$ cat src/hdl/swl_act_pkg.sv
package swl_act_pkg;
  // Reference clock rate
  localparam int unsigned CLK_HZ = 40_000_000;
  // Resume give-up time, earliest legal point, in ms
  localparam int unsigned RESUME_ABANDON_MS = 1;
  localparam int unsigned RESUME_ABANDON_CYCLES = RESUME_ABANDON_MS * (CLK_HZ / 1000);
  // Longest legal resume give-up time, in ms
  localparam int unsigned RESUME_ABANDON_MAX_MS = 100;
  localparam int unsigned RESUME_ABANDON_MAX_CYCLES = RESUME_ABANDON_MAX_MS * (CLK_HZ / 1000);
  // Quiet time after a sync frame before activation counts as complete, in ms
  localparam int unsigned SYNC_QUIET_MS = 5;
  localparam int unsigned SYNC_QUIET_CYCLES = SYNC_QUIET_MS * (CLK_HZ / 1000);
  // Line held low this long means the deactivated state, in us
  localparam int unsigned DEACT_LOW_US = 10;
  localparam int unsigned DEACT_LOW_CYCLES = DEACT_LOW_US * (CLK_HZ / 1_000_000);
  // Counter widths
  localparam int unsigned WAIT_CNT_W = 18;
  localparam int unsigned LOW_CNT_W = 9;
  // Activation states, one-hot
  typedef enum logic [6:0] {
    ST_DEACT = 7'h01,
    ST_RESUME = 7'h02,
    ST_INHIBIT = 7'h04,
    ST_SYNC_TX = 7'h08,
    ST_WAIT_MASTER = 7'h10,
    ST_READY_TX = 7'h20,
    ST_ACTIVE = 7'h40
  } act_state_type;
endpackage : swl_act_pkg

$ cat src/hdl/line_sync_edge.sv
`timescale 1ns/1ps
// Two-stage synchroniser with rise and fall detection on the settled copy
module line_sync_edge (
  input wire logic ref_clk,
  input wire logic rst,
  input wire logic lineIn,
  output logic lineLevel,
  output logic lineRise,
  output logic lineFall
);
  logic stage1; // Metastable stage, read only by stage2
  logic stage2; // Settled level
  logic stage3; // Previous settled level for edges

  // Shift chain; constants only under reset
  always_ff @(posedge ref_clk or posedge rst) begin
    if (rst) begin
      stage1 <= 1'b0;
      stage2 <= 1'b0;
      stage3 <= 1'b0;
    end else begin
      stage1 <= lineIn;
      stage2 <= stage1;
      stage3 <= stage2;
    end
  end

  assign lineLevel = stage2;
  assign lineRise = stage2 & ~stage3;
  assign lineFall = ~stage2 & stage3;
endmodule : line_sync_edge

$ cat src/hdl/single_wire_link_activation.sv
`timescale 1ns/1ps
module single_wire_link_activation #(
  // Timing counts; the bench shortens both to keep runs brief
  parameter int unsigned RESUME_ABANDON_CYCLES = swl_act_pkg::RESUME_ABANDON_CYCLES,
  parameter int unsigned SYNC_QUIET_CYCLES = swl_act_pkg::SYNC_QUIET_CYCLES
) (
  // Clock and power-on reset
  input wire logic ref_clk,
  input wire logic rst,
  // Line level straight from the pin, not yet synchronised
  input wire logic masterVoltageSignal,
  // Bit and frame layer, same clock
  input wire logic masterActivated,
  input wire logic rxFrameValid,
  input wire logic rxFrameCorrupt,
  input wire logic rxPowerMode,
  input wire logic repeatRequestBit,
  input wire logic txDone,
  input wire logic txBit,
  input wire logic linkResetCommand,
  // Deliberately inert: other interfaces never reach the link state
  input wire logic otherIfReset,
  // Current drive and framer requests
  output logic slaveCurrentSignal,
  output logic txSyncReq,
  output logic txReadyReq,
  // Status for the upper layers
  output logic omitInfo,
  output logic linkActive,
  output logic linkInhibited,
  output logic llcReset
);
  swl_act_pkg::act_state_type state; // Activation state
  swl_act_pkg::act_state_type next_state; // Next activation state
  logic [swl_act_pkg::WAIT_CNT_W-1:0] waitCnt; // Resume and quiet timer
  logic [swl_act_pkg::LOW_CNT_W-1:0] lowCnt; // Line-low duration
  logic reactivated; // Set once a deactivation has been seen
  logic lineLevel; // Synchronised voltage signal
  logic lineRise; // Low-to-high transition
  logic lineDeact; // Line low long enough to be deactivated
  logic resumeExpired; // Resume not answered in time
  logic quietExpired; // No master frame after sync
  logic goodFrame; // Correct power mode frame received
  logic inDeact; // Decoded states
  logic inResume;
  logic inWaitMaster;
  logic inActive;
  logic drawNow; // Current to draw this cycle

  // Pin passes two flops before any logic sees it
  line_sync_edge u_line (
    .ref_clk(ref_clk),
    .rst(rst),
    .lineIn(masterVoltageSignal),
    .lineLevel(lineLevel),
    .lineRise(lineRise),
    .lineFall()
  );

  // State decodes
  assign inDeact = (state == swl_act_pkg::ST_DEACT);
  assign inResume = (state == swl_act_pkg::ST_RESUME);
  assign inWaitMaster = (state == swl_act_pkg::ST_WAIT_MASTER);
  assign inActive = (state == swl_act_pkg::ST_ACTIVE);

  // Timing decodes
  assign lineDeact = (lowCnt == swl_act_pkg::LOW_CNT_W'(swl_act_pkg::DEACT_LOW_CYCLES));
  assign resumeExpired = inResume && (waitCnt >= swl_act_pkg::WAIT_CNT_W'(RESUME_ABANDON_CYCLES - 1));
  assign quietExpired = inWaitMaster && (waitCnt >= swl_act_pkg::WAIT_CNT_W'(SYNC_QUIET_CYCLES - 1));
  // Corrupted frames never qualify, so they draw no reply
  assign goodFrame = rxFrameValid && !rxFrameCorrupt && rxPowerMode;

  // Frame requests are levels held until the framer reports done
  assign txSyncReq = (state == swl_act_pkg::ST_SYNC_TX);
  assign txReadyReq = (state == swl_act_pkg::ST_READY_TX);
  assign linkInhibited = (state == swl_act_pkg::ST_INHIBIT);
  assign linkActive = inActive;
  assign omitInfo = reactivated;

  // Current drawn: wakeup during resume, framer bits once activated
  assign drawNow = lineLevel && (inResume || (!inDeact && !linkInhibited && txBit));

  // Next-state logic; deactivation overrides everything
  always_comb begin
    next_state = state;
    if (lineDeact && !inDeact) begin
      next_state = swl_act_pkg::ST_DEACT;
    end else begin
      case (state)
        swl_act_pkg::ST_DEACT: begin
          // Only a rising line starts the sequence
          if (lineRise) next_state = swl_act_pkg::ST_RESUME;
        end
        swl_act_pkg::ST_RESUME: begin
          if (masterActivated) next_state = swl_act_pkg::ST_SYNC_TX;
          else if (resumeExpired) next_state = swl_act_pkg::ST_INHIBIT;
        end
        swl_act_pkg::ST_INHIBIT: begin
          // Deaf until the line is deactivated
          next_state = swl_act_pkg::ST_INHIBIT;
        end
        swl_act_pkg::ST_SYNC_TX: begin
          if (txDone) next_state = swl_act_pkg::ST_WAIT_MASTER;
        end
        swl_act_pkg::ST_WAIT_MASTER: begin
          if (goodFrame && repeatRequestBit) next_state = swl_act_pkg::ST_SYNC_TX;
          else if (goodFrame) next_state = swl_act_pkg::ST_READY_TX;
          else if (quietExpired) next_state = swl_act_pkg::ST_ACTIVE;
        end
        swl_act_pkg::ST_READY_TX: begin
          if (txDone) next_state = swl_act_pkg::ST_ACTIVE;
        end
        swl_act_pkg::ST_ACTIVE: begin
          next_state = swl_act_pkg::ST_ACTIVE;
        end
        default: begin
          next_state = swl_act_pkg::ST_DEACT;
        end
      endcase
    end
  end

  // State register; only the power-on reset clears it, never other interfaces
  always_ff @(posedge ref_clk or posedge rst) begin
    if (rst) state <= swl_act_pkg::ST_DEACT;
    else state <= next_state;
  end

  // Timer restarts on every state change
  always_ff @(posedge ref_clk or posedge rst) begin
    if (rst) waitCnt <= '0;
    else if (next_state != state) waitCnt <= '0;
    else if (waitCnt != '1) waitCnt <= waitCnt + 1'b1;
  end

  // Line-low duration, saturating at the deactivation threshold
  always_ff @(posedge ref_clk or posedge rst) begin
    if (rst) lowCnt <= '0;
    else if (lineLevel) lowCnt <= '0;
    else if (!lineDeact) lowCnt <= lowCnt + 1'b1;
  end

  // Later activations follow a deactivation and drop the info field
  always_ff @(posedge ref_clk or posedge rst) begin
    if (rst) reactivated <= 1'b0;
    else if (lineDeact && !inDeact) reactivated <= 1'b1;
  end

  // Registered current drive
  always_ff @(posedge ref_clk or posedge rst) begin
    if (rst) slaveCurrentSignal <= 1'b0;
    else slaveCurrentSignal <= drawNow;
  end

  // Link reset goes only to this link's upper layer, nowhere else
  always_ff @(posedge ref_clk or posedge rst) begin
    if (rst) llcReset <= 1'b0;
    else llcReset <= linkResetCommand && inActive;
  end
endmodule : single_wire_link_activation

$ cat config.mk
export PLATFORM = sky130hd
export DESIGN_NAME = single_wire_link_activation
export DESIGN_NICKNAME = d
export VERILOG_FILES = /design/src/hdl/swl_act_pkg.sv /design/src/hdl/line_sync_edge.sv /design/src/hdl/single_wire_link_activation.sv
export SDC_FILE = /design/constraint.sdc
export NUM_CORES = 1
export LEC_CHECK = 0
export ABC_AREA = 1
export BUFFER_PORTS_ARGS = -buffer_cell sky130_fd_sc_hd__buf_4
export CAP_MARGIN = 20
export CORE_MARGIN = 4
export CORE_UTILIZATION = 47
export CTS_CLUSTER_SIZE = 16
export DETAILED_ROUTE_END_ITERATION = 12
export PLACE_DENSITY = 0.76
export SYNTH_ARGS = -nofsm -noshare
export SYNTH_HDL_FRONTEND = slang
export SYNTH_HIERARCHICAL = 1
export SYNTH_SLANG_ARGS = --single-unit
$ cat constraint.sdc
create_clock -name ref_clk -period 2.55 [get_ports ref_clk]
set_clock_uncertainty 0.1 [all_clocks]
set_input_delay 0.3825 -clock ref_clk [delete_from_list [all_inputs] [get_ports ref_clk]]
set_output_delay 0.3825 -clock ref_clk [all_outputs]
set_load 0.005 [all_outputs]
# [Word-level counts from Yosys, hierarchy flattened]
# Index checks and enable logic that the tools add are counted.
[totals] reg_bits=40 output_inout_bits=7 word_cells=55
[classes] n_bitwise=2 muxes=14 eq_ne=11 magnitude_cmp=2 reduce_logical=15 add_sub_neg=2
[op_table] op="$mux 7" n=9
[op_table] op="$pmux 7 s7" n=1
[op_table] op="$mux 18" n=2
[op_table] op="$add 18x1->18 const B" n=1
[op_table] op="$ge 18x16->1 const B" n=1
[op_table] op="$ge 18x18->1 const B" n=1
[op_table] op="$mux 9" n=2
[op_table] op="$ne 18x18->1 const B" n=1
[op_table] op="$logic_and 1x1->1" n=10
[op_table] op="$add 9x1->9 const B" n=1
[op_table] op="$eq 9x9->1 const B" n=1
[op_table] op="$eq 7x1->1 const B" n=1
[op_table] op="$eq 7x2->1 const B" n=1
[op_table] op="$eq 7x3->1 const B" n=1
[op_table] op="$eq 7x4->1 const B" n=1
[op_table] op="$eq 7x5->1 const B" n=1
[op_table] op="$eq 7x6->1 const B" n=1
[op_table] op="$eq 7x7->1 const B" n=1
[op_table] op="$ne 7x7->1" n=1
[op_table] op="$logic_not 1->1" n=3
[op_table] op="$ne 2x1->1 const B" n=1
[op_table] op="$reduce_bool 2->1" n=1
[op_table] op="$and 1x1->1" n=1
[op_table] op="$logic_or 1x1->1" n=1
[op_table] op="$not 1->1" n=1

# [Longest topological paths before layout]
[depth] ltp_word=9 depth_mapped=17

# [Cells and area by module]
# Netlist, hierarchy kept.
[by_module_without_submodules] mod="single_wire_link_activation" seq_area_each_um2=927.1 cells_per_inst=343 n_inst=1 area_per_inst_um2=2534.9
[by_module_without_submodules] mod="line_sync_edge" seq_area_each_um2=75.1 cells_per_inst=8 n_inst=1 area_per_inst_um2=93.8

# [Worst setup path before layout]
# No wires, ideal clock.
[synth_timing] kind="register to register" from="reg waitCnt[0] (netlist name)" to="reg waitCnt[4] (netlist name)" arrival_ps=1718 setup_time_ps=68 path_buffers=1 period_less_slack_ps=1886 stages_incl_launch_ff=15 path_slack_ps=664 cell_sequence="dfrtp_1 > ha_1 > nand3_1 > nor2_2 > nand3_1 > nand2_1 > nand2_1 > nand2_1 > nand2_1 > nand2_1 > nand3_2 > nor2_4 > nand2_4 > buf_12 > nor2_4"
[synth_via] elab_chain_cells=9 word_cells_on_any_way=17 classes_between="add/sub: 1; order compare: 2; eq/ne: 2; mux: 9; reduce/logical: 3"
[synth_rtl] element="from (decl)" line="single_wire_link_activation.sv:35" rtl="logic [swl_act_pkg::WAIT_CNT_W-1:0] waitCnt;"
[synth_rtl] element="from (signal assigned)" line="single_wire_link_activation.sv:133" rtl="else if (waitCnt != '1) waitCnt <= waitCnt + 1'b1;"
[synth_rtl] element="$ge 18x18->1" line="single_wire_link_activation.sv:69" rtl="assign quietExpired = inWaitMaster && (waitCnt >= swl_act_pkg::WAIT_CNT_W'(SYNC_QUIET_CYCLES - 1));"
[synth_rtl] element="$logic_and 1x1->1" line="single_wire_link_activation.sv:69"
[synth_rtl] element="$mux 7" line="single_wire_link_activation.sv:108" rtl="else if (quietExpired) next_state = swl_act_pkg::ST_ACTIVE;"
[synth_rtl] element="$mux 7" line="single_wire_link_activation.sv:107" rtl="else if (goodFrame) next_state = swl_act_pkg::ST_READY_TX;"
[synth_rtl] element="$mux 7" line="single_wire_link_activation.sv:106" rtl="if (goodFrame && repeatRequestBit) next_state = swl_act_pkg::ST_SYNC_TX;"
[synth_rtl] element="$pmux 7 s7" line="single_wire_link_activation.sv:89" rtl="case (state)"
[synth_rtl] element="$mux 7" line="single_wire_link_activation.sv:86" rtl="if (lineDeact && !inDeact) begin"
[synth_rtl] element="$ne 7x7->1" line="single_wire_link_activation.sv:132" rtl="else if (next_state != state) waitCnt <= '0;"
[synth_rtl] element="$mux 18 / $reduce_bool 2->1 (equally long branches)"
# Parallel ways exist; a longest one is shown, timed or not. The select of a mux whose other input is x is not followed.
# A chain may end at the register's enable or synchronous reset.

# [Worst setup path in the final report]
[layout_timing] from="reg lowCnt[0] (netlist name)" to="reg waitCnt[13] (netlist name)"
[layout_via] elab_chain_cells=5 word_cells_on_any_way=6 classes_between="eq/ne: 2; mux: 2; reduce/logical: 2"
[layout_rtl] element="from (decl)" line="single_wire_link_activation.sv:36" rtl="logic [swl_act_pkg::LOW_CNT_W-1:0] lowCnt;"
[layout_rtl] element="from (signal assigned)" line="single_wire_link_activation.sv:140" rtl="else if (!lineDeact) lowCnt <= lowCnt + 1'b1;"
[layout_rtl] element="$eq 9x9->1 *" line="single_wire_link_activation.sv:67" rtl="assign lineDeact = (lowCnt == swl_act_pkg::LOW_CNT_W'(swl_act_pkg::DEACT_LOW_CYCLES));"
[layout_rtl] element="$logic_and 1x1->1 *" line="single_wire_link_activation.sv:86"
[layout_rtl] element="$mux 7 *" line="single_wire_link_activation.sv:86"
[layout_rtl] element="$ne 7x7->1 *" line="single_wire_link_activation.sv:132"
[layout_rtl] element="$mux 18 / $reduce_bool 2->1 (equally long branches)"
# Mark *: on every way between the ends. The rest lies on a longest branch, timed or not.

==> metrics <==
class of the worst hold path=input port to register; commonest non-fill, non-tap cell in the layout=nand2_1; PwrDens=around 610 nW/um^2; Worst setup SP type=register; Largest stage delay, worst path=390 ps; critical-path maximum fanout=18; Switch Pwr=0.630 mW; post-route clock period utilization=89.3%; Routed Antenna Nets=0; largest net degree at the start of global routing=38; Initial Utilization=about half; Slew Viols, Final=0; total track usage=between 15 and 20%; Static Leak=1.45 nW; first-pass GRT wire length=about 9000 um; delay-heaviest family, CP=simple AND/OR/NAND/NOR gates; Clock power frac=between 20% and 30%; Post-Synthesis Cells=around 350; relative slew slack=68.9%; total power=1.79 mW; final wirelength=between 5000 and 6000 um; number of global-route vias before repair=~2,100; Post-DP HPWL=roughly 3800 um; fin area=roughly 2900 sq um; initial drt markers=88; Storage cell area=between 1000 and 1500 sq um; WP data arrival=roughly 2400 ps; Std-Cell Rows=26; die height=between 80 and 90 um; fraction of layout cells with a size suffix above 1=between 20 and 25%; Comb pwr share=between 20% and 30%; clock period minus worst slack=about 2300 ps; Power Internal=1.16 mW; CTS clk-pin slew, worst paths=80 ps; depth of the CTS H-tree=2; share of total power in sequential cells=40.6%; clock tree buffer depth=2; Mapped Area=between 2000 and 3000 sq um; num ports=19; diode count=0; critical path endpoint category=register; status=finished clean; WP buf/inv=3; CP Class=register to register; area growth from synthesis to layout=12.4%; PortBufs=17; chip width=roughly 83 um; worst slew pin tran=about 470 ps; CTS Buf Count=5; routed len/inst=11.3 um; Slowest-stage cell, CP=dfrtp_1; post-CTS setup buffer count=0; Switching Fraction=roughly a third; worst skew pair latency=300 ps; GRT Residual Overflow=0; placed cell area=2820 sq um; CTS Root Cell=clkbuf_8; Crit path required time=about 2700 ps; average size of a mapped cell=around 7.5 sq um; setup TNS=0 ps; final hold violations=0; most frequent cells in the layout=77 x nand2_1, 54 x inv_1, 42 x nor2_1; Pre-antenna DRT Iters=4; antenna violations before repair=0; Max Fclk=roughly 440 MHz; Final #Nets=roughly 390; CP cell instances=inv_1 > ha_1 > nand4_1 > nor2_1 > nand2_2 > inv_1 > nor2_4 > nand2_2 > nand2_1 > nand2_1 > inv_2 > nor2_4 > nand2_4 > nor2_1; drt drc=0; fill cell count=477; yosys warns=6; RSZ-0062 raised after global routing=false; max-cap violation count=0; area of the multi-input gates=between 1000 and 1500 sq um; die area=between 6000 and 7000 sq um; CTS tree=yes; Worst VDD drop=approximately 440 uV; Setup Viol. Count Final=0; GP Congestion=approximately 0.85; CTS Sinks=40; Core Region=5270 sq um; syn_nets=around 360; routed vias/inst=between 4 and 5; via count=2,195
routing by layer:
metal / vias up / GRT usage (%) / wire length (um) / share of wire (%)
met5: - / 0 / 0 / 0
met4: 0 / 5.56 / 76 / 1.5
met3: 7 / 3.47 / 174 / 3.5
met2: 34 / 27.9 / 2360 / 47
met1: 1010 / 21.8 / 2430 / 48
li1: 1144 / - / - / -
sequential cells by signal, summed over array words and instances (netlist names):
register and count:
llcReset 1, lowCnt 9, omitInfo 1, slaveCurrentSignal 1, state 7, u_line/lineLevel 1, u_line/stage1 1, u_line/stage3 1
waitCnt 18
cell type report:
type,instances,share of cell area [%]
Tap cell,70,2.97
Clock inverter,3,1.57
Clock buffer,5,2.34
Multi-Input combinational cell,249,46.4
Sequential cell,40,34.0
Inverter,58,7.48
Timing Repair Buffer,20,5.18
through the flow:
step           hold slack [ps]  instances  setup WS, ps  utilization, %
2_1_floorplan             36.1        349           664               -
3_3_place_gp               171        436           352            53.5
3_5_place_dp               176        436           296            53.5
4_1_cts                   76.8        445           241            55.9
5_1_grt                   80.3        445          20.3            55.9
6_report                  85.7        445           272            55.9
power by group through the flow:
stage,sequential [mW],clock [mW],combinational (mW)
2_1_floorplan,0.731,0,0.494
6_report,0.726,0.533,0.530
3_3_place_gp,0.736,0,0.526
3_5_place_dp,0.737,0,0.531
4_1_cts,0.725,0.549,0.534
5_1_grt,0.732,0.574,0.580
repair_timing:
action	CTS	global route
hold buffers	1	0
endpoints found under the setup margin	0	0
gates resized for setup	0	0
hold endpoints to repair	3	0
final timing paths:
kind | startpoint | endpoint | slack, ps | cells past startpoint
min in group asynchronous | rst | u_line/stage1 | 410 | 3
setup / recovery | lowCnt[0] | waitCnt[13] | 270 | 14
hold / removal | masterVoltageSignal | u_line/stage1 | 90 | 1
max in group asynchronous | rst | state[0] | 1360 | 4
setup reg to reg | lowCnt[0] | waitCnt[13] | 270 | 14
hold reg to reg | u_line/stage1 | u_line/lineLevel | 280 | 0
(Power assumes the default switching activity.)
